## src/rtl/cdupc_defs.vh

```
// Offsets, field positions, codes and class defaults of the pin config bank
`ifndef CDUPC_DEFS_VH
`define CDUPC_DEFS_VH

// ---------------------------------------------------------------
// Bank offsets
// ---------------------------------------------------------------
`define CDUPC_OFS_HW_CONFIG   8'h00
`define CDUPC_OFS_OVERRIDES   8'h07
`define CDUPC_OFS_FLOW        8'h08
`define CDUPC_OFS_MODE_LO     8'h09
`define CDUPC_OFS_MODE_HI     8'h0a
`define CDUPC_OFS_DIR_LO      8'h0b
`define CDUPC_OFS_DIR_HI      8'h0c
`define CDUPC_OFS_MASK_LO     8'h0d
`define CDUPC_OFS_MASK_HI     8'h0e
`define CDUPC_BANK_WORDS      15
`define CDUPC_LOAD_LAST       4'he

// ---------------------------------------------------------------
// Field positions
// ---------------------------------------------------------------
`define CDUPC_LOCK_BIT        6
`define CDUPC_OVR_FLOW        0
`define CDUPC_OVR_MODE        1
`define CDUPC_OVR_DIR         2
`define CDUPC_OVR_MASK        3
`define CDUPC_HALF_DUPLEX     3
`define CDUPC_FLOW_MODE       2:0
`define CDUPC_CLK_EN          7
`define CDUPC_XCVR_SEL        6:5
`define CDUPC_XCVR_PIN        4
`define CDUPC_PIN_FN          2:0
`define CDUPC_RX_TOGGLE       1
`define CDUPC_TX_TOGGLE       0
`define CDUPC_HIGH_PAIR       1:0

// ---------------------------------------------------------------
// Codes
// ---------------------------------------------------------------
`define CDUPC_FLOW_NONE       3'h0
`define CDUPC_FLOW_HW         3'h1
`define CDUPC_FLOW_SW         3'h2
`define CDUPC_FLOW_MD_RX      3'h3
`define CDUPC_FLOW_MD_ALL     3'h4
`define CDUPC_FN_GPIO         3'h0
`define CDUPC_FN_RTS_CTS      3'h1
`define CDUPC_FN_DTR_DSR      3'h2
`define CDUPC_FN_EN_TX        3'h3
`define CDUPC_FN_EN_MATCH     3'h4
`define CDUPC_SEL_GPIO        2'h0
`define CDUPC_SEL_EN_TX       2'h1
`define CDUPC_SEL_EN_MATCH    2'h2

// ---------------------------------------------------------------
// Class defaults used when an override is not selected
// ---------------------------------------------------------------
`define CDUPC_DEF_FLOW        8'h00
`define CDUPC_DEF_MODE_LO     8'h00
`define CDUPC_DEF_MODE_HI     8'h03
`define CDUPC_DEF_DIR         10'h000
`define CDUPC_DEF_MASK        10'h000

// ---------------------------------------------------------------
// Pin numbers
// ---------------------------------------------------------------
`define CDUPC_PIN_DTR         2
`define CDUPC_PIN_DSR         3
`define CDUPC_PIN_CTS         4
`define CDUPC_PIN_RTS         5
`define CDUPC_PIN_CLK         6
`define CDUPC_PIN_XCVR        7
`define CDUPC_PIN_TXT         8
`define CDUPC_PIN_RXT         9

`endif

```

## src/rtl/cdupc_gpio_sync.v

```verilog
// Two-stage synchroniser and change detector for the GPIO input pins
`timescale 1ns/100ps

module cdupc_gpio_sync #(
	parameter W = 10
) (
	input  wire         clk,
	input  wire         srst,
	input  wire [W-1:0] pin_in,
	output reg  [W-1:0] level,
	output reg  [W-1:0] changed
);

	reg [W-1:0] meta;
	reg [W-1:0] prev;
	reg [1:0]   arm_cnt;
	wire        armed;

	assign armed = (arm_cnt == 2'h3);

	// ---------------------------------------------------------------
	// Arm counter
	// ---------------------------------------------------------------
	// Change reports wait until the pipe holds real pin values
	always @(posedge clk) begin
		if (srst)
			arm_cnt <= 2'h0;
		else if (!armed)
			arm_cnt <= arm_cnt + 2'h1;
	end

	// ---------------------------------------------------------------
	// Per-bit pipe
	// ---------------------------------------------------------------
	genvar i;
	generate
		for (i = 0; i < W; i = i + 1) begin : g_bit
			always @(posedge clk) begin
				if (srst) begin
					meta[i]    <= 1'b0;
					level[i]   <= 1'b0;
					prev[i]    <= 1'b0;
					changed[i] <= 1'b0;
				end else begin
					meta[i]    <= pin_in[i];
					level[i]   <= meta[i];
					prev[i]    <= level[i];
					changed[i] <= armed & (level[i] ^ prev[i]);
				end
			end
		end
	endgenerate

endmodule // cdupc_gpio_sync

```

## src/rtl/cdupc_pin_config.v

```verilog
// Default pin and flow configuration bank with power-up load and pin mux
//
// Functional notes
// - Half-duplex set drops receive data while transmitting; clear allows both.
// - Flow mode 000 none, 001 hardware flow, 010 software flow.
// - Mode 011 accepts receive only after address match; transmit free.
// - Mode 100 receives and transmits only after address match.
// - Low mode bit 7 puts clock output on GPIO6, else GPIO.
// - Select 00 GPIO7 plain, 01 enable on transmit, 10 on match.
// - Pin bit 0 keeps GPIO7 plain; 1 lets select field drive GPIO7.
// - Pin function 000 GPIO, 001 RTS/CTS on 5/4, 010 DTR/DSR 2/3.
// - Pin function 011/100 drives transceiver enable on GPIO5.
// - High mode bit 1, default 1, gives receive toggle on GPIO9.
// - High mode bit 0, default 1, gives transmit toggle on GPIO8.
// - One direction bit per GPIO, 1 output, 0 input, ten bits.
// - Unmasked input change requests an interrupt packet; mask 1 blocks.
// - Stored flow, mode, direction and mask values apply only when their override enable bit is set.
// - Bank contents copied to working registers only in the load after each reset.
// - Once lock loaded at reset, all bank writes are refused.
`timescale 1ns/100ps
`include "cdupc_defs.vh"

module cdupc_pin_config #(
	parameter NGPIO = 10
) (
	input  wire             clk,
	input  wire             srst,
	input  wire             otp_blank,
	input  wire [7:0]       reg_addr,
	input  wire             reg_wr,
	input  wire             reg_rd,
	input  wire [7:0]       reg_wdata,
	output reg  [7:0]       reg_rdata,
	output reg              reg_done,
	output reg              reg_refused,
	input  wire             uart_tx_active,
	input  wire             uart_addr_match,
	input  wire             uart_rx_room,
	input  wire             uart_rx_valid,
	input  wire [7:0]       uart_rx_data,
	input  wire             clk_src,
	input  wire             tx_toggle,
	input  wire             rx_toggle,
	input  wire [NGPIO-1:0] gpio_drive,
	input  wire [NGPIO-1:0] gpio_in,
	input  wire             irq_ack,
	output reg  [NGPIO-1:0] gpio_out,
	output reg  [NGPIO-1:0] gpio_oe,
	output reg  [NGPIO-1:0] gpio_level,
	output reg              rx_char_valid,
	output reg  [7:0]       rx_char_data,
	output reg              tx_permit,
	output reg              hw_flow_en,
	output reg              sw_flow_en,
	output reg              irq_pending,
	output reg  [NGPIO-1:0] irq_bits,
	output reg              cfg_ready,
	output reg              lock_active
);

	localparam ST_LOAD  = 2'h0;
	localparam ST_APPLY = 2'h1;
	localparam ST_RUN   = 2'h2;

	// ---------------------------------------------------------------
	// Storage
	// ---------------------------------------------------------------
	// One-time bank; srst does not touch it, only otp_blank clears it
	reg  [7:0]       otp_mem [0:`CDUPC_BANK_WORDS-1];

	reg  [1:0]       state;
	reg  [3:0]       ld_idx;
	reg  [7:0]       raw_hw;
	reg  [7:0]       raw_ovr;
	reg  [7:0]       raw_flow;
	reg  [7:0]       raw_mode_lo;
	reg  [7:0]       raw_mode_hi;
	reg  [NGPIO-1:0] raw_dir;
	reg  [NGPIO-1:0] raw_mask;

	reg  [7:0]       cfg_flow;
	reg  [7:0]       cfg_mode_lo;
	reg  [7:0]       cfg_mode_hi;
	reg  [NGPIO-1:0] cfg_dir;
	reg  [NGPIO-1:0] cfg_mask;

	wire [NGPIO-1:0] pin_level;
	wire [NGPIO-1:0] pin_changed;
	wire             req;
	wire             addr_hit;
	wire [3:0]       addr_idx;
	integer          k;

	assign req      = reg_wr | reg_rd;
	assign addr_hit = (reg_addr < `CDUPC_BANK_WORDS);
	assign addr_idx = reg_addr[3:0];

	// ---------------------------------------------------------------
	// Bank writes and reads
	// ---------------------------------------------------------------
	// Writes only set bits, as a fuse array would
	always @(posedge clk) begin
		if (otp_blank) begin
			for (k = 0; k < `CDUPC_BANK_WORDS; k = k + 1)
				otp_mem[k] <= 8'h00;
		end else if (reg_wr && addr_hit && state == ST_RUN &&
		             !lock_active) begin
			otp_mem[addr_idx] <= otp_mem[addr_idx] | reg_wdata;
		end
	end

	// A write and a read in one cycle count as a write
	always @(posedge clk) begin
		if (srst) begin
			reg_rdata   <= 8'h00;
			reg_done    <= 1'b0;
			reg_refused <= 1'b0;
		end else begin
			reg_done    <= 1'b0;
			reg_refused <= 1'b0;
			if (req) begin
				if (state != ST_RUN || !addr_hit) begin
					reg_refused <= 1'b1;
					reg_rdata   <= 8'h00;
				end else if (reg_wr) begin
					reg_refused <= lock_active;
					reg_done    <= !lock_active;
					reg_rdata   <= 8'h00;
				end else begin
					reg_done    <= 1'b1;
					reg_rdata   <= otp_mem[addr_idx];
				end
			end
		end
	end

	// ---------------------------------------------------------------
	// Power-up load
	// ---------------------------------------------------------------
	// Working values change only here, so a newly written field has
	// no effect until the next reset
	always @(posedge clk) begin
		if (srst) begin
			state       <= ST_LOAD;
			ld_idx      <= 4'h0;
			raw_hw      <= 8'h00;
			raw_ovr     <= 8'h00;
			raw_flow    <= 8'h00;
			raw_mode_lo <= 8'h00;
			raw_mode_hi <= 8'h00;
			raw_dir     <= {NGPIO{1'b0}};
			raw_mask    <= {NGPIO{1'b0}};
			cfg_flow    <= `CDUPC_DEF_FLOW;
			cfg_mode_lo <= `CDUPC_DEF_MODE_LO;
			cfg_mode_hi <= `CDUPC_DEF_MODE_HI;
			cfg_dir     <= `CDUPC_DEF_DIR;
			cfg_mask    <= `CDUPC_DEF_MASK;
			cfg_ready   <= 1'b0;
			lock_active <= 1'b0;
		end else begin
			case (state)
				ST_LOAD: begin
					case ({4'h0, ld_idx})
						`CDUPC_OFS_HW_CONFIG: raw_hw      <= otp_mem[ld_idx];
						`CDUPC_OFS_OVERRIDES: raw_ovr     <= otp_mem[ld_idx];
						`CDUPC_OFS_FLOW:      raw_flow    <= otp_mem[ld_idx];
						`CDUPC_OFS_MODE_LO:   raw_mode_lo <= otp_mem[ld_idx];
						`CDUPC_OFS_MODE_HI:   raw_mode_hi <= otp_mem[ld_idx];
						`CDUPC_OFS_DIR_LO:    raw_dir[7:0]  <= otp_mem[ld_idx];
						`CDUPC_OFS_DIR_HI:
							raw_dir[9:8]  <= otp_mem[ld_idx][`CDUPC_HIGH_PAIR];
						`CDUPC_OFS_MASK_LO:   raw_mask[7:0] <= otp_mem[ld_idx];
						`CDUPC_OFS_MASK_HI:
							raw_mask[9:8] <= otp_mem[ld_idx][`CDUPC_HIGH_PAIR];
						default: ;
					endcase
					if (ld_idx == `CDUPC_LOAD_LAST)
						state <= ST_APPLY;
					else
						ld_idx <= ld_idx + 4'h1;
				end
				ST_APPLY: begin
					if (raw_ovr[`CDUPC_OVR_FLOW])
						cfg_flow <= raw_flow;
					if (raw_ovr[`CDUPC_OVR_MODE]) begin
						cfg_mode_lo <= raw_mode_lo;
						cfg_mode_hi <= raw_mode_hi;
					end
					if (raw_ovr[`CDUPC_OVR_DIR])
						cfg_dir <= raw_dir;
					if (raw_ovr[`CDUPC_OVR_MASK])
						cfg_mask <= raw_mask;
					lock_active <= raw_hw[`CDUPC_LOCK_BIT];
					cfg_ready   <= 1'b1;
					state       <= ST_RUN;
				end
				ST_RUN: ;
				default: state <= ST_LOAD;
			endcase
		end
	end

	// ---------------------------------------------------------------
	// Input pin synchroniser
	// ---------------------------------------------------------------
	cdupc_gpio_sync #(
		.W       (NGPIO)
	) u_sync (
		.clk     (clk),
		.srst    (srst),
		.pin_in  (gpio_in),
		.level   (pin_level),
		.changed (pin_changed)
	);

	// ---------------------------------------------------------------
	// Decoded configuration
	// ---------------------------------------------------------------
	wire [2:0] flow_mode;
	wire       half_duplex;
	wire [2:0] pin_fn;
	wire [1:0] xcvr_sel;
	wire       xcvr_pin7;
	wire       clk_out_en;
	wire       md_rx;
	wire       md_all;
	wire       hw_flow_mode;
	wire       tx_hold;
	wire       rx_accept;

	assign flow_mode   = cfg_flow[`CDUPC_FLOW_MODE];
	assign half_duplex = cfg_flow[`CDUPC_HALF_DUPLEX];
	assign pin_fn      = cfg_mode_lo[`CDUPC_PIN_FN];
	assign xcvr_sel    = cfg_mode_lo[`CDUPC_XCVR_SEL];
	assign xcvr_pin7   = cfg_mode_lo[`CDUPC_XCVR_PIN];
	assign clk_out_en  = cfg_mode_lo[`CDUPC_CLK_EN];
	assign md_rx       = (flow_mode == `CDUPC_FLOW_MD_RX);
	assign md_all      = (flow_mode == `CDUPC_FLOW_MD_ALL);
	assign hw_flow_mode = (flow_mode == `CDUPC_FLOW_HW);

	// Handshake inputs are active low; with no pin pair chosen there is
	// nothing to stop on, which the configuring party must avoid
	assign tx_hold = hw_flow_mode & (
		((pin_fn == `CDUPC_FN_RTS_CTS) & pin_level[`CDUPC_PIN_CTS]) |
		((pin_fn == `CDUPC_FN_DTR_DSR) & pin_level[`CDUPC_PIN_DSR]));

	assign rx_accept = !(half_duplex & uart_tx_active) &
	                   !((md_rx | md_all) & !uart_addr_match);

	// ---------------------------------------------------------------
	// Pin function mux
	// ---------------------------------------------------------------
	reg [NGPIO-1:0] next_gpio_out;
	reg [NGPIO-1:0] next_gpio_oe;
	reg [NGPIO-1:0] owned;

	always @* begin
		next_gpio_out = gpio_drive;
		next_gpio_oe  = cfg_dir;
		owned         = {NGPIO{1'b0}};
		case (pin_fn)
			`CDUPC_FN_GPIO: ;
			`CDUPC_FN_RTS_CTS: begin
				owned[`CDUPC_PIN_RTS]         = 1'b1;
				next_gpio_out[`CDUPC_PIN_RTS] = !uart_rx_room;
				next_gpio_oe[`CDUPC_PIN_RTS]  = 1'b1;
				owned[`CDUPC_PIN_CTS]         = 1'b1;
				next_gpio_oe[`CDUPC_PIN_CTS]  = 1'b0;
			end
			`CDUPC_FN_DTR_DSR: begin
				owned[`CDUPC_PIN_DTR]         = 1'b1;
				next_gpio_out[`CDUPC_PIN_DTR] = !uart_rx_room;
				next_gpio_oe[`CDUPC_PIN_DTR]  = 1'b1;
				owned[`CDUPC_PIN_DSR]         = 1'b1;
				next_gpio_oe[`CDUPC_PIN_DSR]  = 1'b0;
			end
			`CDUPC_FN_EN_TX: begin
				owned[`CDUPC_PIN_RTS]         = 1'b1;
				next_gpio_out[`CDUPC_PIN_RTS] = uart_tx_active;
				next_gpio_oe[`CDUPC_PIN_RTS]  = 1'b1;
			end
			`CDUPC_FN_EN_MATCH: begin
				owned[`CDUPC_PIN_RTS]         = 1'b1;
				next_gpio_out[`CDUPC_PIN_RTS] = uart_addr_match;
				next_gpio_oe[`CDUPC_PIN_RTS]  = 1'b1;
			end
			default: ;
		endcase
		if (clk_out_en) begin
			owned[`CDUPC_PIN_CLK]         = 1'b1;
			next_gpio_out[`CDUPC_PIN_CLK] = clk_src;
			next_gpio_oe[`CDUPC_PIN_CLK]  = 1'b1;
		end
		if (xcvr_pin7) begin
			case (xcvr_sel)
				`CDUPC_SEL_EN_TX: begin
					owned[`CDUPC_PIN_XCVR]         = 1'b1;
					next_gpio_out[`CDUPC_PIN_XCVR] = uart_tx_active;
					next_gpio_oe[`CDUPC_PIN_XCVR]  = 1'b1;
				end
				`CDUPC_SEL_EN_MATCH: begin
					owned[`CDUPC_PIN_XCVR]         = 1'b1;
					next_gpio_out[`CDUPC_PIN_XCVR] = uart_addr_match;
					next_gpio_oe[`CDUPC_PIN_XCVR]  = 1'b1;
				end
				default: ;
			endcase
		end
		if (cfg_mode_hi[`CDUPC_TX_TOGGLE]) begin
			owned[`CDUPC_PIN_TXT]         = 1'b1;
			next_gpio_out[`CDUPC_PIN_TXT] = tx_toggle;
			next_gpio_oe[`CDUPC_PIN_TXT]  = 1'b1;
		end
		if (cfg_mode_hi[`CDUPC_RX_TOGGLE]) begin
			owned[`CDUPC_PIN_RXT]         = 1'b1;
			next_gpio_out[`CDUPC_PIN_RXT] = rx_toggle;
			next_gpio_oe[`CDUPC_PIN_RXT]  = 1'b1;
		end
		// Pins stay undriven until the load has settled
		if (!cfg_ready)
			next_gpio_oe = {NGPIO{1'b0}};
	end

	// ---------------------------------------------------------------
	// Change events
	// ---------------------------------------------------------------
	wire [NGPIO-1:0] gpio_event;
	wire [NGPIO-1:0] next_irq_bits;

	// Only plain GPIO inputs report; masked ones never do
	assign gpio_event = pin_changed & ~cfg_dir & ~owned & ~cfg_mask &
	                    {NGPIO{cfg_ready}};
	// A change landing with the acknowledge survives it
	assign next_irq_bits = (irq_bits & ~{NGPIO{irq_ack}}) | gpio_event;

	// ---------------------------------------------------------------
	// Registered outputs
	// ---------------------------------------------------------------
	always @(posedge clk) begin
		if (srst) begin
			gpio_out      <= {NGPIO{1'b0}};
			gpio_oe       <= {NGPIO{1'b0}};
			gpio_level    <= {NGPIO{1'b0}};
			rx_char_valid <= 1'b0;
			rx_char_data  <= 8'h00;
			tx_permit     <= 1'b0;
			hw_flow_en    <= 1'b0;
			sw_flow_en    <= 1'b0;
			irq_bits      <= {NGPIO{1'b0}};
			irq_pending   <= 1'b0;
		end else begin
			gpio_out      <= next_gpio_out;
			gpio_oe       <= next_gpio_oe;
			gpio_level    <= pin_level;
			rx_char_valid <= cfg_ready & uart_rx_valid & rx_accept;
			rx_char_data  <= uart_rx_data;
			tx_permit     <= cfg_ready & !(md_all & !uart_addr_match) &
			                 !tx_hold;
			hw_flow_en    <= cfg_ready & hw_flow_mode;
			sw_flow_en    <= cfg_ready &
			                 (flow_mode == `CDUPC_FLOW_SW);
			irq_bits      <= next_irq_bits;
			irq_pending   <= |next_irq_bits;
		end
	end

endmodule // cdupc_pin_config

```

## config.mk

```make
export PLATFORM = sky130hd
export DESIGN_NAME = cdupc_pin_config
export DESIGN_NICKNAME = d
export VERILOG_FILES = /design/src/rtl/cdupc_gpio_sync.v /design/src/rtl/cdupc_pin_config.v
export VERILOG_INCLUDE_DIRS = /design/src /design/src/rtl
export SDC_FILE = /design/constraint.sdc
export NUM_CORES = 1
export LEC_CHECK = 0
export ABC_AREA = 1
export BUFFER_PORTS_ARGS = -buffer_cell sky130_fd_sc_hd__buf_2
export CORE_MARGIN = 2
export CORE_UTILIZATION = 50
export CTS_CLUSTER_DIAMETER = 30
export DETAILED_ROUTE_END_ITERATION = 10
export PLACE_DENSITY = 0.82
export SLEW_MARGIN = 20
export SYNTH_ARGS = -nofsm -noshare
export SYNTH_HDL_FRONTEND = slang
export SYNTH_SLANG_ARGS = --single-unit
```

## constraint.sdc

```tcl
create_clock -name clk -period 1.8 [get_ports clk]
set_input_delay 0.18 -clock clk [delete_from_list [all_inputs] [get_ports clk]]
set_output_delay 0.18 -clock clk [all_outputs]
set_load 0.1 [all_outputs]
```

After elaboration in Yosys (flattened, before gate mapping)
Memory sizes are Yosys's and may differ from the RTL's. A register that Yosys moved wholly into a read port is not among the register bits. Index checks and enable logic that the tools add are counted.

Flip-flop bits (word level): 192. Memory bits (writable): 120. Bits of input ports: 57. Output and inout port bits: 65. Word-level logic and storage cells: 229. Memories: 1.

Memory list: otp_mem (depth 15, bits a word 8, read ports 2, clocked after Yosys merged registers in 1, write ports 15, line cdupc_pin_config.v:69) `` reg [7:0] otp_mem [0:`CDUPC_BANK_WORDS-1]; ``.

Add/sub/neg operators: 2. $lt $le $gt $ge: 1. Equal/unequal tests: 23. Mux-type cells: 39. Bitwise logic cells: 51. Reduce and logical (&&, ||, !) cells: 38.

Operators with widths (number): AND 10 bit (5); NOT 10 bit (4); AND reduction 2 bit (15); equality test 4 bit (second input constant) (7); 2-to-1 mux 1 bit (28); 2-to-1 mux 8 bit (3); AND 1 bit (23); equality test 3 x 2 -> 1 bit (second input constant) (4); 2-to-1 mux 4 bit (3); OR reduction 3 bit (4); OR 10 bit (1); OR reduction 10 bit (1); bitwise XOR 1 bit (10); zero test 1 bit (8); less-than comparator 8 x 4 -> 1 bit (second input constant) (1); OR 8 bit (1); OR reduction 8 bit (1); equality test 2 bit (second input constant) (3); equality test 3 x 1 -> 1 bit (second input constant) (2); equality test 3 bit (second input constant) (2); case mux 2 bit (3 select lines) (1); OR reduction 2 bit (3); adder 4 x 1 -> 4 bit (second input constant) (1); equality test 2 x 1 -> 1 bit (second input constant) (2); 12 further kinds (21).

Depth between registers and ports, before layout
Word-level depth: 10. Mapped depth: 13. Gate-level depth less buffers: 10.

Hierarchy
Synthesis repeated with hierarchy kept, for this count alone.

Cells, all modules: 1825. Area total of the unflattened synthesis: 14179.8 um^2.

Modules (own cells, without submodules): cdupc_pin_config (instances 1, cells an instance 1667, area an instance 12863.6 um^2, sequential area each 6766.5 um^2); cdupc_gpio_sync (instances 1, cells an instance 158, area an instance 1316.3 um^2, sequential area each 840.8 um^2).

Least setup slack after synthesis
No wires, ideal clock.

Path kind: flip-flop to flip-flop. Start point: reg lock_active. End point: mem otp_mem[1][0], enable pin. Setup time: 0.329 ns. Data arrival time: 1.956 ns. Required time: 1.471 ns. Setup slack: -0.485 ns. Stages on the path, launching flop included: 5. Path buffers: 1. Period minus slack after synthesis: 2.285 ns. Path through: dfxtp_1 > nor3_2 > buf_2 > nand4_1 > nand2_1.

RTL lines: start: declaration (line cdupc_pin_config.v:58) `output reg lock_active`; start signal: assignment (line cdupc_pin_config.v:193) `` lock_active <= raw_hw[`CDUPC_LOCK_BIT]; ``; end: declaration (line cdupc_pin_config.v:69).

==> results.toml <==
[outcome]
status = "completed"

[floorplan]
die_x_um = 171
coreArea_um2 = 27600
pin_count = 122
die-area_um2 = 29200
die-height_um = 171
start_util = 0.505
fp-row-count = 61

[placement]
dp_hpwl_mm = 27.8
place.gp.congestion = 0.987
dp_cells = 2289
io_buffers = 121

[grt]
grt_pass1_vias = 12700
gr-total-overflow = 0
track_usage = 0.285
grt_max_degree = 85
grt_pass1_wl_mm = 64.8
antenna_found_initial = 0

[cells_and_area]
final_cell_mix = "nand2_1 (469), nor2_1 (294), inv_1 (210)"
syn_to_final_growth_pct = 30.2
regArea_um2 = 7420
drive_gt1_frac = 0.186
fin_cells = 2437
antenna_cells = 0
nNetsFinal = 2078
layout_commonest_cell = "nand2_1"
nFillCells = 2067
multiInputGateArea_um2 = 5340
post-route-util = 0.657

[power_and_ir_drop]
intPower_uw = 14400
ir_worst_vdd_v = 0.000899
netSwitchingFraction = 0.271
power_frac_comb = 0.101
power_switching_uw = 5350
power_frac_clock = 0.517
power_frac_seq = 0.382
powerDensity_nw_per_um2 = 1090
p_leak_uw = 0.00838

[critical_path]
timing.critical_path.mode_cell = "nand2_1"
endpoint = "reg_rdata[1]"
r2r_cells = 9
reg2reg_to = "reg_rdata[1]"
crit_chain = "nand2_1 > nand2_1 > nand2_1 > nand2_1 > nand2_1 > nand2_1 > buf_4 > o21ai_0 > a21oi_1"
critical_path_class = "reg2reg"
critical_path.top_delay_family = "compound AO/OA/AOI/OAI gates"
slowest_delay_ns = 0.45
end_kind = "flop"
reg2reg_from = "otp_mem[5][1]"
required_ns = 2.23
critPathLaunchType = "flop"
crit_cells = 9
r2r_slack_ns = 0.04
arrival_ns = 2.19
startpoint = "otp_mem[5][1]"
worst_path_max_delay_cell = "o21ai_0"
critPathMaxFanout = 2
critical_path_buf_inv_count = 1

[clocking]
cts_sinks = 306
cts_made_buffers = 55
cts-htree-levels = 2
cts_tree = "done"
clk_pin_slew_ns = 0.05
clk_path_buf_depth = 3
cts_root_buffer = "clkbuf_16"
clkLatencyLatePin_ns = 0.58

[detailed_routing]
drtIter0Drc = 1549
vias = 13000
wl_per_cell_um = 17.2
drt-total-wl_mm = 41.9
firstDrtPassIters = 6
vias_per_cell = 5.35
ant_nets = 0
remaining_drc_errors = 0

[timing]
skew_ns = 0.0182
worstMarginPinSlew_ns = 0.547
period_needed_ns = 1.76
hold_violations = 0
setup_viol = 0
clock.fmax_mhz = 569
relSlewSlack = 0.632
min_period_over_period = 0.976
slew_viol_final = 0

[synthesis]
synthCells = 1771
synthesis.area_um2 = 13900
synth_area_per_cell_um2 = 7.85
yosysWarnings = 0
ys_seq_area_frac = 0.533
yosysUniqueCellTypes = 35
synth-seq-cells = 306

[flow_run]
drv_cap = 0

[worst_hold_path]
holdCritPathClass = "in2reg"
==> final cells by class <==
type / instances / area share
clock buffer: 59 / 0.0797
clock inverter: 43 / 0.0240
inverter: 218 / 0.0452
multi-input combinational: 1166 / 0.295
sequential: 306 / 0.410
tap: 378 / 0.0261
timing repair buffer: 267 / 0.120
==> worst min path at each step <==
stage,from,cells after the start,to,slack (ns)
floorplan,uart_rx_room,1,gpio_out[2],0.27
global placement,uart_rx_data[1],3,rx_char_data[1],0.38
detailed placement,gpio_in[5],3,u_sync.meta[5],0.38
CTS,reg_wdata[7],4,otp_mem[15][7],0.07
global route,reg_wdata[1],4,otp_mem[15][1],0.08
finish,reg_rd,5,reg_rdata[1],0.08
==> layer usage <==
layer / part of all wire / vias up / global-route usage
met2: 0.49 / 679 / 0.495
met3: 0.085 / 148 / 0.0604
met5: 0 / - / 0
met1: 0.38 / 6051 / 0.334
li1: - / 6155 / -
met4: 0.049 / 0 / 0.141
==> flip-flops by register name, summed over array words and instances, names as in the netlist, 7 cells and up, named ones only <==
name / count
rx_char_data: 8
cfg_mode_lo: 7
u_sync.meta: 10
otp_mem: 128
gpio_level: 10
reg_rdata: 8
u_sync.changed: 10
raw_dir: 10
raw_mask: 10
raw_mode_lo: 7
cfg_dir: 10
cfg_mask: 10
gpio_out: 10
gpio_oe: 10
irq_bits: 10
u_sync.level: 10
==> repair_timing <==
action	CTS	global route
buffers inserted	0	4
cloned	0	2
pin swaps	0	3
hold buffers	40	0
endpoints found under the setup margin	27	110
resized for setup	4	22
hold endpoints to repair	32	0
==> tightest hold or removal path, stage by stage <==
cell and delay, ns:
buf_2 0.09, nor2_1 0.04, buf_4 0.17, nand2_1 0.07, a21oi_1 0.05
==> cells by family after synthesis <==
| kind of cell | after synthesis | share of synthesized area |
|---|---|---|
| adder cells (fa/ha/maj) | 7 | 0.00630 |
| AND/OR/NAND/NOR | 930 | 0.279 |
| XOR/XNOR | 1 | 0.000630 |
| buffers and inverters | 306 | 0.0912 |
| other | 1 | 0.000270 |
| AO/OA/AOI/OAI | 220 | 0.0896 |
| flip-flops | 306 | 0.533 |
==> power by group through the flow <==
stage | clock network [uW] | logic, uW | registers, uW
detailed placement | 0 | 1800 | 7680
finish | 10200 | 1990 | 7540
CTS | 10200 | 1890 | 7540
floorplan | 0 | 914 | 7840
global placement | 0 | 1780 | 7670
global route | 10600 | 2130 | 7560
==> synth_stat cells <==
| library cell | count | share of area |
|---|---|---|
| nand2_1 | 479 | 0.13 |
| nor2_1 | 298 | 0.080 |
| inv_1 | 210 | 0.057 |
| dfxtp_1 | 178 | 0.26 |
| edfxtp_1 | 128 | 0.28 |
| nand3_1 | 104 | 0.037 |
| a21oi_1 | 87 | 0.031 |
| o21ai_0 | 73 | 0.026 |
| clkbuf_1 | 46 | 0.012 |
| o211ai_1 | 39 | 0.021 |
| buf_2 | 20 | 0.0072 |
| buf_6 | 12 | 0.0097 |
| nor3_1 | 11 | 0.0040 |
| o21a_1 | 11 | 0.0059 |
| buf_1 | 9 | 0.0024 |
| nand4_1 | 9 | 0.0040 |
| nand4_2 | 9 | 0.0081 |
| inv_2 | 8 | 0.0022 |
| nor3_4 | 8 | 0.0094 |
| ha_1 | 7 | 0.0063 |
| nor2_2 | 3 | 0.0014 |
| nor3_2 | 3 | 0.0022 |
| nor4_1 | 3 | 0.0014 |
| a211oi_1 | 2 | 0.0011 |
| a22oi_1 | 2 | 0.0011 |
| a31oi_1 | 2 | 0.00090 |
| nor3b_1 | 2 | 0.0011 |
| a21boi_0 | 1 | 0.00054 |
| a41oi_1 | 1 | 0.00063 |
| buf_4 | 1 | 0.00054 |
| conb_1 | 1 | 0.00027 |
| nand3b_1 | 1 | 0.00054 |
| o21ai_1 | 1 | 0.00036 |
| o22ai_1 | 1 | 0.00045 |
| xor2_1 | 1 | 0.00063 |
==> per-stage QoR <==
step           setup WS, ns  setup TNS (ns)  cell area, um^2  hold WS (ns)  power, uW
6_report             0.0431               0            18100        0.0819      19700
3_5_place_dp         -0.141           -2.31            15600         0.385       9480
4_1_cts             0.00669               0            17900        0.0698      19700
2_1_floorplan      -0.00533          -0.347            13900         0.270       8750
5_1_grt            -0.00488        -0.00898            18100        0.0781      20300
3_3_place_gp        -0.0909           -1.02            15600         0.380       9450
(Power assumes the default switching activity.)
